## src/design/isp_pkg.sv

```systemverilog
// Purpose: shared constants of the interrupt source prioritizer
// Assumes: 32-bit AHB-Lite register window, one word per register
// Notes: offsets are byte addresses inside the block's window
package isp_pkg;
    localparam int unsigned LVL_W = 4;
    localparam logic [3:0] LVL_MAX = 4'hf;
    localparam logic [3:0] LVL_NONE = 4'h0;
    localparam logic [3:0] LVLPIN_IDLE_CODE = 4'hf;
    localparam int unsigned NPINS = 4;
    localparam int unsigned VEC_W = 7;
    localparam logic [6:0] VEC_DEBUG = 7'h0d;
    localparam logic [6:0] VEC_AUTO_BASE = 7'h40;
    localparam int unsigned VTAB_SHIFT = 2;
    // source slots in default ranking order, lowest index wins a tie
    localparam int unsigned SRC_DEBUG = 0;
    localparam int unsigned SRC_LVLPIN = 1;
    localparam int unsigned SRC_PIN0 = 2;
    localparam int unsigned SRC_PERI0 = 6;
    // register map
    localparam logic [7:0] OFS_CTRL = 8'h00;
    localparam logic [7:0] OFS_SENSE = 8'h04;
    localparam logic [7:0] OFS_PINPRI = 8'h08;
    localparam logic [7:0] OFS_PRI0 = 8'h0c;
    localparam logic [7:0] OFS_PVEC = 8'h20;
    localparam logic [7:0] OFS_VBASE = 8'h24;
    localparam logic [7:0] OFS_STAT = 8'h28;
    localparam logic [7:0] REG_STRIDE = 8'h04;
    localparam int unsigned OFS_W = 8;
    // interrupt_control_reg fields
    localparam int unsigned CTRL_VECMODE_BIT = 0;
    localparam int unsigned CTRL_PINMODE_BIT = 1;
    // pin_sense_ctrl_status fields
    localparam int unsigned SNS_FLAG_LSB = 0;
    localparam int unsigned SNS_LVL_LSB = 4;
    localparam int unsigned SNS_SEL_LSB = 8;
    localparam logic [1:0] SNS_LOW = 2'h0;
    localparam logic [1:0] SNS_FALL = 2'h1;
    localparam logic [1:0] SNS_RISE = 2'h2;
    localparam logic [1:0] SNS_BOTH = 2'h3;
    // status register fields
    localparam int unsigned STAT_BUSY_BIT = 15;
    localparam int unsigned STAT_LVL_LSB = 8;
    // priority_regs layout
    localparam int unsigned NUM_PRI_REGS = 5;
    localparam int unsigned PRI_FIELDS_PER_REG = 4;
    localparam int unsigned SRC_PER_FIELD = 2;
    localparam int unsigned PRI_REG_W = 16;
    // reset values
    localparam logic [15:0] RST_PRI = 16'h0000;
    localparam logic [1:0] RST_CTRL = 2'h0;
    localparam logic [7:0] RST_SEL = 8'h00;
    localparam logic [6:0] RST_VEC = 7'h00;
    localparam logic [31:0] RST_WORD = 32'h0000_0000;
    localparam logic [3:0] RST_PINS = 4'hf;
    // AHB-Lite
    localparam int unsigned HTRANS_ACTIVE_BIT = 1;
    localparam logic HRESP_OKAY = 1'b0;
endpackage

```

## src/design/isp_rank_if.sv

```systemverilog
// Purpose: carries candidate requests to the ranker and its choice back
// Assumes: one request and one level per source slot
// Notes: none
`timescale 1ns/1ps
interface isp_rank_if #(parameter int N = 46);
    logic [N-1:0] req;
    logic [N-1:0][3:0] prio;
    logic [3:0] mask;
    logic win_valid;
    logic [$clog2(N)-1:0] win_idx;
    logic [3:0] win_level;
    modport rank (input req, input prio, input mask, output win_valid, output win_idx, output win_level);
    modport user (output req, output prio, output mask, input win_valid, input win_idx, input win_level);
endinterface

```

## src/design/isp_ranker.sv

```systemverilog
// Purpose: picks the highest level request that beats the cpu mask
// Assumes: slot order is the fixed default order
// Notes: strict compare keeps the lowest slot on equal levels
`timescale 1ns/1ps
module isp_ranker #(
    parameter int N = 46
) (
    // ranking port
    isp_rank_if.rank rk
);
    logic best_v;
    logic [$clog2(N)-1:0] best_i;
    logic [3:0] best_l;

    always_comb begin
        best_v = 1'b0;
        best_i = '0;
        best_l = isp_pkg::LVL_NONE;
        for (int i = 0; i < N; i++) begin
            if (rk.req[i] && rk.prio[i] != isp_pkg::LVL_NONE
                && rk.prio[i] > rk.mask
                && rk.prio[i] > best_l) begin
                best_v = 1'b1;
                best_i = ($clog2(N))'(i);
                best_l = rk.prio[i];
            end
        end
    end

    assign rk.win_valid = best_v;
    assign rk.win_idx = best_i;
    assign rk.win_level = best_l;
endmodule

```

## src/design/isp_top.sv

```systemverilog
// Purpose: ranks debug, level-pin and peripheral interrupts, supplies vectors
// Assumes: inputs synchronous to hclk; peripheral requests held until serviced
// Notes: pin mode and vector mode come from interrupt_control_reg
//
// Notes on behaviour
// - debug port request ranks at level 15; acceptance sets mask 15.
// - encoded pins request one of levels 15 to 1, priority equals level.
// - code 0 is level 15, higher codes lower; pairs share vectors 71..64.
// - external vector mode takes pin and encoded-level vectors 0..127 from the vector input lines.
// - external mode pin acceptance drives level, strobes fetch, captures vector.
// - accepting an encoded level loads mask level with that level.
// - pin mode select set makes each pin an independent source.
// - each pin senses low level, rising, falling or both edges.
// - each pin has its own priority 0..15 in pin_priority_reg.
// - external mode pin interrupt drives pin priority and fetch strobe.
// - accepting a pin interrupt loads mask with that pin's priority.
// - during fetch chip selects stay high; upper address lines undefined.
// - fetch is stretched by wait input; no programmed wait states.
// - each peripheral source gets its own distinct vector.
// - peripheral levels 0..15 come from the five priority registers.
// - accepting a peripheral interrupt loads mask with its level.
// - sources sharing a priority field rank in fixed hardware order.
// - reset clears every peripheral priority to 0.
// - equal levels resolve by fixed default source order.
// - vector table address is computed from vector and fetched.
// - level 0 means masked, never accepted.
//
// The placing of the registers and the AHB-Lite register port were decided locally.
`timescale 1ns/1ps
module isp_top #(
    parameter int N_PERI = 40
) (
    // clock and reset
    input wire logic hclk,
    input wire logic hresetn,
    // AHB-Lite slave
    input wire logic hsel,
    input wire logic [31:0] haddr,
    input wire logic [1:0] htrans,
    input wire logic hwrite,
    input wire logic [2:0] hsize,
    input wire logic [31:0] hwdata,
    input wire logic hready,
    output logic [31:0] hrdata,
    output logic hreadyout,
    output logic hresp,
    // interrupt sources
    input wire logic debug_port_req,
    input wire logic [3:0] level_request_pins,
    input wire logic [N_PERI-1:0] peri_irq,
    // cpu exception port
    input wire logic [3:0] cpu_mask_level,
    output logic exc_valid,
    input wire logic exc_ready,
    output logic [6:0] exc_vector,
    output logic [31:0] exc_table_addr,
    output logic [3:0] exc_mask_level,
    // external bus during vector fetch
    input wire logic [7:0] vector_input_lines,
    input wire logic wait_n,
    output logic vector_fetch_strobe_n,
    output logic [3:0] level_output_lines,
    output logic [4:0] chip_selects_n,
    output logic [20:0] upper_address_lines,
    // normal bus values from the bus controller
    input wire logic [3:0] bus_low_addr,
    input wire logic [4:0] bus_cs_n,
    input wire logic [20:0] bus_upper_addr
);
    localparam int NSRC = isp_pkg::SRC_PERI0 + N_PERI;
    localparam int SW = $clog2(NSRC);
    localparam int MAX_PERI = isp_pkg::NUM_PRI_REGS * isp_pkg::PRI_FIELDS_PER_REG * isp_pkg::SRC_PER_FIELD;

    if (N_PERI < 1 || N_PERI > MAX_PERI) begin : g_bad_peri
        $error("N_PERI out of range for the priority register fields");
    end

    typedef enum logic [1:0] {ST_IDLE, ST_FETCH, ST_DELIVER} isp_state_e;

    function automatic logic [3:0] pri_field(input logic [isp_pkg::NUM_PRI_REGS-1:0][15:0] regs, input int f);
        int r;
        int s;
        r = f / isp_pkg::PRI_FIELDS_PER_REG;
        s = f % isp_pkg::PRI_FIELDS_PER_REG;
        pri_field = regs[r][(isp_pkg::PRI_FIELDS_PER_REG - 1 - s) * isp_pkg::LVL_W +: isp_pkg::LVL_W];
    endfunction

    ////////////////////////////////////////////////////////////////////////////
    // register state
    logic [1:0] ctrl_q;
    logic [7:0] sense_sel_q;
    logic [15:0] pinpri_q;
    logic [isp_pkg::NUM_PRI_REGS-1:0][15:0] pri_q;
    logic [6:0] pvec_q;
    logic [31:0] vbase_q;
    logic [3:0] pins_prev_q;
    logic [3:0] edge_flag_q;
    logic debug_flag_q;
    isp_state_e state_q;
    logic [3:0] lvl_q;
    logic [6:0] vec_q;
    logic [31:0] tab_q;

    isp_rank_if #(.N(NSRC)) rk ();

    wire vector_mode_select = ctrl_q[isp_pkg::CTRL_VECMODE_BIT];
    wire pinmode = ctrl_q[isp_pkg::CTRL_PINMODE_BIT];

    ////////////////////////////////////////////////////////////////////////////
    // AHB-Lite slave, zero wait states, OKAY always
    logic dp_wr_q;
    logic dp_rd_q;
    logic [7:0] dp_addr_q;

    wire ap_take = hsel && htrans[isp_pkg::HTRANS_ACTIVE_BIT] && hready;
    wire wr_ctrl = dp_wr_q && dp_addr_q == isp_pkg::OFS_CTRL;
    wire wr_sense = dp_wr_q && dp_addr_q == isp_pkg::OFS_SENSE;
    wire wr_pinpri = dp_wr_q && dp_addr_q == isp_pkg::OFS_PINPRI;
    wire wr_pvec = dp_wr_q && dp_addr_q == isp_pkg::OFS_PVEC;
    wire wr_vbase = dp_wr_q && dp_addr_q == isp_pkg::OFS_VBASE;

    always_ff @(posedge hclk or negedge hresetn) begin
        if (!hresetn) begin
            dp_wr_q <= 1'b0;
            dp_rd_q <= 1'b0;
            dp_addr_q <= '0;
        end else begin
            dp_wr_q <= ap_take && hwrite;
            dp_rd_q <= ap_take && !hwrite;
            dp_addr_q <= ap_take ? haddr[isp_pkg::OFS_W-1:0] : dp_addr_q;
        end
    end

    logic [31:0] rd_mux;
    logic [31:0] pri_rd;

    always_comb begin
        pri_rd = isp_pkg::RST_WORD;
        for (int r = 0; r < isp_pkg::NUM_PRI_REGS; r++) begin
            if (dp_addr_q == isp_pkg::OFS_W'(isp_pkg::OFS_PRI0 + isp_pkg::REG_STRIDE * r)) begin
                pri_rd = {16'h0000, pri_q[r]};
            end
        end
    end

    always_comb begin
        case (dp_addr_q)
            isp_pkg::OFS_CTRL: rd_mux = {30'h0000_0000, ctrl_q};
            isp_pkg::OFS_SENSE: rd_mux = {16'h0000, sense_sel_q, level_request_pins, edge_flag_q};
            isp_pkg::OFS_PINPRI: rd_mux = {16'h0000, pinpri_q};
            isp_pkg::OFS_PVEC: rd_mux = {25'h000_0000, pvec_q};
            isp_pkg::OFS_VBASE: rd_mux = vbase_q;
            isp_pkg::OFS_STAT: begin
                rd_mux = isp_pkg::RST_WORD;
                rd_mux[isp_pkg::STAT_BUSY_BIT] = state_q != ST_IDLE;
                rd_mux[isp_pkg::STAT_LVL_LSB +: isp_pkg::LVL_W] = lvl_q;
                rd_mux[isp_pkg::VEC_W-1:0] = vec_q;
            end
            default: rd_mux = pri_rd;
        endcase
    end

    assign hrdata = dp_rd_q ? rd_mux : isp_pkg::RST_WORD;
    assign hreadyout = 1'b1;
    assign hresp = isp_pkg::HRESP_OKAY;

    always_ff @(posedge hclk or negedge hresetn) begin
        if (!hresetn) begin
            ctrl_q <= isp_pkg::RST_CTRL;
            sense_sel_q <= isp_pkg::RST_SEL;
            pinpri_q <= isp_pkg::RST_PRI;
            pvec_q <= isp_pkg::RST_VEC;
            vbase_q <= isp_pkg::RST_WORD;
        end else begin
            if (wr_ctrl) ctrl_q <= hwdata[1:0];
            if (wr_sense) sense_sel_q <= hwdata[isp_pkg::SNS_SEL_LSB +: 8];
            if (wr_pinpri) pinpri_q <= hwdata[15:0];
            if (wr_pvec) pvec_q <= hwdata[isp_pkg::VEC_W-1:0];
            if (wr_vbase) vbase_q <= hwdata;
        end
    end

    for (genvar r = 0; r < isp_pkg::NUM_PRI_REGS; r++) begin : g_pri
        wire wr_pri = dp_wr_q && dp_addr_q == isp_pkg::OFS_W'(isp_pkg::OFS_PRI0 + isp_pkg::REG_STRIDE * r);
        always_ff @(posedge hclk or negedge hresetn) begin
            if (!hresetn) begin
                pri_q[r] <= isp_pkg::RST_PRI;
            end else if (wr_pri) begin
                pri_q[r] <= hwdata[isp_pkg::PRI_REG_W-1:0];
            end
        end
    end

    ////////////////////////////////////////////////////////////////////////////
    // source detection
    wire accept = state_q == ST_IDLE && rk.win_valid;
    wire [3:0] lvlpin_lvl = isp_pkg::LVL_MAX - level_request_pins;
    wire lvlpin_req = !pinmode && level_request_pins != isp_pkg::LVLPIN_IDLE_CODE;
    wire [3:0] fall = pins_prev_q & ~level_request_pins;
    wire [3:0] rise = ~pins_prev_q & level_request_pins;
    wire [3:0] clr_w1 = wr_sense ? hwdata[isp_pkg::SNS_FLAG_LSB +: isp_pkg::NPINS] : 4'h0;

    always_ff @(posedge hclk or negedge hresetn) begin
        if (!hresetn) begin
            pins_prev_q <= isp_pkg::RST_PINS;
            debug_flag_q <= 1'b0;
        end else begin
            pins_prev_q <= level_request_pins;
            // a new request in the accepting cycle stays pending
            debug_flag_q <= debug_port_req || (debug_flag_q && !(accept && rk.win_idx == SW'(isp_pkg::SRC_DEBUG)));
        end
    end

    assign rk.mask = cpu_mask_level;
    assign rk.req[isp_pkg::SRC_DEBUG] = debug_flag_q;
    assign rk.prio[isp_pkg::SRC_DEBUG] = isp_pkg::LVL_MAX;
    assign rk.req[isp_pkg::SRC_LVLPIN] = lvlpin_req;
    assign rk.prio[isp_pkg::SRC_LVLPIN] = lvlpin_lvl;

    for (genvar p = 0; p < isp_pkg::NPINS; p++) begin : g_pin
        wire [1:0] sel = sense_sel_q[2*p +: 2];
        wire hit = (sel == isp_pkg::SNS_FALL && fall[p]) || (sel == isp_pkg::SNS_RISE && rise[p])
            || (sel == isp_pkg::SNS_BOTH && (fall[p] || rise[p]));
        wire taken = accept && rk.win_idx == SW'(isp_pkg::SRC_PIN0 + p);
        always_ff @(posedge hclk or negedge hresetn) begin
            if (!hresetn) begin
                edge_flag_q[p] <= 1'b0;
            end else begin
                // set wins over acceptance and software clear
                edge_flag_q[p] <= (pinmode && hit) || (edge_flag_q[p] && !taken && !clr_w1[p]);
            end
        end
        assign rk.req[isp_pkg::SRC_PIN0 + p] = pinmode
            && (sel == isp_pkg::SNS_LOW ? !level_request_pins[p] : edge_flag_q[p]);
        assign rk.prio[isp_pkg::SRC_PIN0 + p] = pinpri_q[p*isp_pkg::LVL_W +: isp_pkg::LVL_W];
    end

    for (genvar i = 0; i < N_PERI; i++) begin : g_peri
        assign rk.req[isp_pkg::SRC_PERI0 + i] = peri_irq[i];
        // neighbours in one field tie, and the lower slot wins
        assign rk.prio[isp_pkg::SRC_PERI0 + i] = pri_field(pri_q, i / isp_pkg::SRC_PER_FIELD);
    end

    isp_ranker #(.N(NSRC)) u_ranker (
        .rk(rk.rank)
    );

    ////////////////////////////////////////////////////////////////////////////
    // acceptance and vector supply
    wire win_is_pin = rk.win_idx == SW'(isp_pkg::SRC_LVLPIN)
        || (rk.win_idx >= SW'(isp_pkg::SRC_PIN0) && rk.win_idx < SW'(isp_pkg::SRC_PERI0));
    wire go_fetch = win_is_pin && vector_mode_select;

    logic [6:0] auto_vec;
    always_comb begin
        if (rk.win_idx == SW'(isp_pkg::SRC_DEBUG)) begin
            auto_vec = isp_pkg::VEC_DEBUG;
        end else if (win_is_pin) begin
            auto_vec = isp_pkg::VEC_AUTO_BASE + {3'h0, 1'b0, rk.win_level[3:1]};
        end else begin
            auto_vec = pvec_q + isp_pkg::VEC_W'(rk.win_idx - SW'(isp_pkg::SRC_PERI0));
        end
    end

    // top vector line is held low by the agent; it is dropped here
    wire [6:0] ext_vec = vector_input_lines[isp_pkg::VEC_W-1:0];
    wire fetch_done = state_q == ST_FETCH && wait_n;
    wire load_auto = accept && !go_fetch;
    wire [6:0] vec_d = load_auto ? auto_vec : ext_vec;
    wire [31:0] tab_d = vbase_q + {23'h00_0000, vec_d, 2'h0};

    always_ff @(posedge hclk or negedge hresetn) begin
        if (!hresetn) begin
            state_q <= ST_IDLE;
            lvl_q <= isp_pkg::LVL_NONE;
            vec_q <= isp_pkg::RST_VEC;
            tab_q <= isp_pkg::RST_WORD;
        end else begin
            case (state_q)
                ST_IDLE: begin
                    if (accept) begin
                        lvl_q <= rk.win_level;
                        state_q <= go_fetch ? ST_FETCH : ST_DELIVER;
                    end
                end
                ST_FETCH: begin
                    if (fetch_done) begin
                        state_q <= ST_DELIVER;
                    end
                end
                ST_DELIVER: begin
                    if (exc_ready) begin
                        state_q <= ST_IDLE;
                    end
                end
                default: state_q <= ST_IDLE;
            endcase
            if (load_auto || fetch_done) begin
                vec_q <= vec_d;
                tab_q <= tab_d;
            end
        end
    end

    wire fetching = state_q == ST_FETCH;

    assign exc_valid = state_q == ST_DELIVER;
    assign exc_vector = vec_q;
    assign exc_table_addr = tab_q;
    assign exc_mask_level = lvl_q;
    assign vector_fetch_strobe_n = !fetching;
    assign level_output_lines = fetching ? lvl_q : bus_low_addr;
    assign chip_selects_n = fetching ? 5'h1f : bus_cs_n;
    assign upper_address_lines = fetching ? 21'h00_0000 : bus_upper_addr;
endmodule

```

## config.mk

```make
export PLATFORM = sky130hd
export DESIGN_NAME = isp_top
export DESIGN_NICKNAME = d
export VERILOG_FILES = /design/src/design/isp_pkg.sv /design/src/design/isp_rank_if.sv /design/src/design/isp_ranker.sv /design/src/design/isp_top.sv
export SDC_FILE = /design/constraint.sdc
export NUM_CORES = 1
export LEC_CHECK = 0
export BUFFER_PORTS_ARGS = -buffer_cell sky130_fd_sc_hd__buf_2
export CORE_MARGIN = 1.5
export CORE_UTILIZATION = 55
export DETAILED_ROUTE_END_ITERATION = 16
export GPL_ROUTABILITY_DRIVEN = 0
export PLACE_DENSITY = 0.77
export SYNTH_ARGS = -nofsm -noshare
export SYNTH_HDL_FRONTEND = slang
export SYNTH_SLANG_ARGS = --single-unit
```

## constraint.sdc

```tcl
create_clock -name hclk -period 68.9 [get_ports hclk]
set_input_delay 17.225 -clock hclk [delete_from_list [all_inputs] [get_ports hclk]]
set_output_delay 17.225 -clock hclk [all_outputs]
set_load 0.02 [all_outputs]
```

==> flow_metrics.tcl, run 1 <==
set metrics [dict create \
    numCtsBuffers 24 \
    yosysUniqueCellTypes 116 \
    cts-htree-levels 1 \
    error_line "[ERROR GRT-0232] Routing congestion too high. Check the congestion heatmap in the GUI." \
    lastStage "global routing" \
    place_ws_ns -18.72 \
    grt_usage 0.664 \
    die_h_microns 207 \
    synth.largest_area_cell "dfrtp_1" \
    synth_ff_type "dfrtp_1" \
    ys_seq_elements 209 \
    outcome "stopped before the end" \
    ys_seq_area_frac 0.228 \
    start_util 0.561 \
    hpwlAfterDp_microns 64200 \
    die_w_microns 207 \
    grt_max_degree 81 \
    synth_warnings 0 \
    cts_sinks 209 \
    io_buffers 240 \
    synth_area_leaders "dfrtp_1 (22%), ha_1 (14%), mux2_2 (11%)" \
    num_rows 74 \
    synthCells 2658 \
    async_flop_share 1.00 \
    place_inst 3866 \
    synth.avg_cell_area_sq_um 8.65 \
    synth_nets 3086 \
    yosysTopAreaCellShare 0.223 \
    worst_endpoint_kind "sequential cell input" \
    clock-root-buffer "clkbuf_16" \
    io_pins 272 \
    grt_overflow_total 9 \
    synth_edf_count 0 \
    clock_path_buffers 3 \
    netlist_area_sq_um 23000 \
    crit_endpoint "exc_table_addr[24]$_DFFE_PN0P_/D" \
]
[routing by layer]
layer,GRT overflow,global-route usage
met3,3,0.496
met2,0,0.857
met4,6,0.692
met1,0,0.637
met5,0,0.239
[synth_stat cells, drive strengths merged (9+ instances only)]
| master | n |
|---|---|
| a211o | 11 |
| a211oi | 18 |
| a21boi | 9 |
| a21o | 40 |
| a21oi | 151 |
| a221o | 11 |
| a221oi | 17 |
| a222oi | 14 |
| a31o | 9 |
| a31oi | 37 |
| a41oi | 11 |
| and2 | 54 |
| and3 | 39 |
| buf | 22 |
| clkbuf | 57 |
| dfrtp | 205 |
| ha | 263 |
| inv | 202 |
| mux2 | 267 |
| mux2i | 51 |
| nand2 | 175 |
| nand2b | 42 |
| nand3 | 83 |
| nand4 | 40 |
| nor2 | 174 |
| nor2b | 56 |
| nor3 | 43 |
| nor4 | 12 |
| o2111ai | 9 |
| o211ai | 42 |
| o21a | 38 |
| o21ai | 169 |
| o21bai | 11 |
| o22ai | 12 |
| o311ai | 10 |
| o31ai | 24 |
| o41ai | 18 |
| or2 | 10 |
| or3 | 13 |
| or4 | 11 |
| xnor2 | 33 |
| xor2 | 14 |
[what timing repair did]
item,4_1_cts
setup buffers,172
setup endpoints to repair,50
pin swaps,213
gates resized for setup,188
hold buffers,0
[through the flow]
| stage | TNS [ns] | cell area [sq um] |
|---|---|---|
| 2_1_floorplan | -631.53 | 24700 |
| 3_3_place_gp | -752.21 | 30100 |
| 3_5_place_dp | -858.49 | 30100 |
| 4_1_cts | -719.54 | 33100 |
[cells by family after synthesis]
family / Yosys count / synth area share
xor gates and xnor gates: 47 / 0.0179
adders and majority gates: 265 / 0.145
DFF: 209 / 0.228
other: 2 / 0.000327
muxes: 318 / 0.153
and+or+nand+nor: 784 / 0.174
buffers and inverters: 281 / 0.0481
AOI/OAI and AO/OA: 752 / 0.233
==> run 2: changes to the inputs <==
--- a/config.mk
+++ b/config.mk
@@ -7,10 +7,10 @@
 export LEC_CHECK = 0
 export BUFFER_PORTS_ARGS = -buffer_cell sky130_fd_sc_hd__buf_2
 export CORE_MARGIN = 1.5
-export CORE_UTILIZATION = 55
+export CORE_UTILIZATION = 40
 export DETAILED_ROUTE_END_ITERATION = 16
 export GPL_ROUTABILITY_DRIVEN = 0
-export PLACE_DENSITY = 0.77
+export PLACE_DENSITY_LB_ADDON = 0.15
 export SYNTH_ARGS = -nofsm -noshare
 export SYNTH_HDL_FRONTEND = slang
 export SYNTH_SLANG_ARGS = --single-unit
==> constraint.sdc (replaced) <==
create_clock -name hclk -period 89.6 [get_ports hclk]
set_input_delay 22.4 -clock hclk [delete_from_list [all_inputs] [get_ports hclk]]
set_output_delay 22.4 -clock hclk [all_outputs]
set_load 0.02 [all_outputs]
==> run 2 against run 1 <==
Compared with the run above: the flow now finishes, with violations (negative setup slack); synthesized cell count unchanged; synthesized area unchanged.
==> flow_metrics.tcl, run 2 <==
set metrics [dict create \
    cts.clk_slew.worst_paths_ns 0.06 \
    synth_nets 3086 \
    io_buffers 240 \
    reg2reg_from "debug_flag_q" \
    max_stage_delay_ns 0.58 \
    critPathArrivalTime_ns 91.64 \
    largest_register_ffs 80 \
    ys_seq_elements 209 \
    netlist_area_sq_um 23000 \
    min_to "exc_table_addr[28]" \
    start_util 0.406 \
    grt_usage 0.270 \
    drt-vias-per-instance 5.83 \
    clock_latency_ns 0.54 \
    cts_sinks 209 \
    setup_tns_ns -33.75 \
    synth_most_common_cell "ha_1" \
    min_from "exc_table_addr[28]" \
    grt_overflow_total 0 \
    finalWorstPathRequiredPeriod_ns 91.23 \
    synth_fa_ha_area_frac 0.145 \
    synth_area_leaders "dfrtp_1 (22%), ha_1 (14%), mux2_2 (11%)" \
    synthCells 2658 \
    outcome "finished with violations" \
    synthTopCellsByCount "ha_1 (263), mux2_2 (233), dfrtp_1 (205)" \
    core_area_sq_um 56600 \
    place_ws_ns -4.02 \
    synth_ff_type "dfrtp_1" \
    setup_violations 28 \
    synth_edf_count 0 \
    antenna_left 0 \
    synth.area.mux_share 0.153 \
    dieArea_sq_um 58900 \
    grt_pass1_vias 24200 \
    slew_headroom 0.194 \
    drt_iter0_drc 1775 \
    fin_crit_sh 1.02 \
    dpl_cell_area_sq_um 29100 \
    cpMostUsedCell "ha_4" \
    drc 0 \
    firstDrtPassIters 8 \
    synth_top_family_by_area "compound AO/OA/AOI/OAI gates" \
    path_buf_inv 59 \
    reg2reg_to "exc_table_addr[24]" \
    cp_top_family "compound AO/OA/AOI/OAI gates" \
    drive_gt1_frac 0.459 \
    synth.largest_area_cell "dfrtp_1" \
    grt_pass1_wl_microns 130000 \
    final_cell_mix "buf_4 (616), buf_2 (239), dfrtp_1 (205)" \
    synth_compound_area_frac 0.233 \
    die_h_microns 243 \
    hold_ws_ns 0.481 \
    top_register "pri_q" \
    r2r_slack_ns 19.93 \
    tritoncts "yes" \
    synth_warnings 0 \
    io_pins 272 \
    grt_max_degree 136 \
    yosysUniqueCellTypes 116 \
    layout_commonest_cell "buf_4" \
    grt_antenna_before_repair 1 \
    clock_path_buffers 3 \
    numCtsBuffers 23 \
    yosys.area_share.simple 0.174 \
    clock-root-buffer "clkbuf_16" \
    syn2layout_area_growth_pct 44.5 \
    tightest_slew_ns 1.20 \
    hp-class "flop to flop" \
    final_area_sq_um 33200 \
    yosysTopAreaCellShare 0.223 \
    crit_path_end_kind "flop" \
    postCtsHoldBufs 0 \
    cp.required_ns 90.02 \
    timing.final.hold_violations 0 \
    fin_ws_ns -1.63 \
    die_w_microns 243 \
    wl_per_cell_microns 20.4 \
    min_path_cells 1 \
    ys_seq_area_frac 0.228 \
    drt_wl_total_microns 86700 \
    cts-htree-levels 1 \
    path_class "input pin to flop" \
    cap_violations 0 \
    synth_xor_area_frac 0.0179 \
    fmax_mhz 11.0 \
    finClkSkew_ns 0.0138 \
    cp-start-kind "input pin" \
    num_rows 87 \
    reg2reg_depth 391 \
    vias 24800 \
    num-nets-final 3910 \
    slew_viol_final 0 \
    hpwlAfterDp_microns 64500 \
    crit_slowest_cell "or4_4" \
    critPathMaxFanout 7 \
    synth.avg_cell_area_sq_um 8.65 \
    rsz0062_at_grt "true" \
    async_flop_share 1.00 \
    violations "negative setup slack" \
]
==> run 2: timing repair <==
item	CTS	global route
endpoints found under the setup margin	50	50
cloned	1	0
pin swaps	148	194
resized for setup	160	299
setup buffers	89	64
==> run 2: final cells by class <==
cell class	instances	area, sq um
Fill cell	4903	23400
Multi-Input combinational cell	2169	19400
Antenna cell	3	7.51
Inverter	202	772
Clock buffer	35	711
Sequential cell	209	5240
Timing Repair Buffer	877	6100
Tap cell	756	946
Clock inverter	7	78.8
==> run 2: cell families (layout without fill, tap and decap cells) <==
logic type | after synthesis | after routing
AND/OR/NAND/NOR | 784 | 785
AO/OA/AOI/OAI | 752 | 752
multiplexers | 318 | 318
buffers and inverters | 281 | 1121
adder cells (fa/ha/maj) | 265 | 265
flip-flops | 209 | 209
XOR/XNOR | 47 | 47
other | 2 | 5
==> run 2: worst reg2reg max path, delay by kind of cell, from the launching register on <==
family	cells	cell delay (ns)
flops	1	0.56
xor+xnor	2	0.35
compound gates	149	24.44
fa+ha+maj	48	12.04
mux	36	10.71
simple gates	100	15.60
buf+inv	56	5.82
==> run 2: routing by layer <==
metal,part of all wire,up-vias,global-route usage
li1,-,11600,-
met1,0.44,12300,0.368
met2,0.47,764,0.459
met3,0.056,136,0.0264
met4,0.024,0,0.0654
met5,0,-,0
==> run 2: worst max-delay path by stage <==
stage                              end               from  cells after the start  slack (ns)
floorplan           exc_table_addr[24]  cpu_mask_level[3]                    387        0.02
global placement    exc_table_addr[24]  cpu_mask_level[3]                    380       -2.81
detailed placement  exc_table_addr[24]  cpu_mask_level[3]                    380       -4.02
CTS                 exc_table_addr[23]  cpu_mask_level[0]                    387       -1.30
global route        exc_table_addr[24]  cpu_mask_level[3]                    393       -4.96
finish              exc_table_addr[24]  cpu_mask_level[1]                    393       -1.63
==> run 2: metrics by stage <==
step | cells | utilization
after floorplan | 2658 | -
after global placement | 4061 | 0.513
after detailed placement | 4061 | 0.513
after CTS | 4193 | 0.551
after global routing | 4255 | 0.587
final | 4258 | 0.587
Power of run 2 is not shown: default switching activity piles up to over one toggle a cycle in this logic, so the estimate is an artifact.
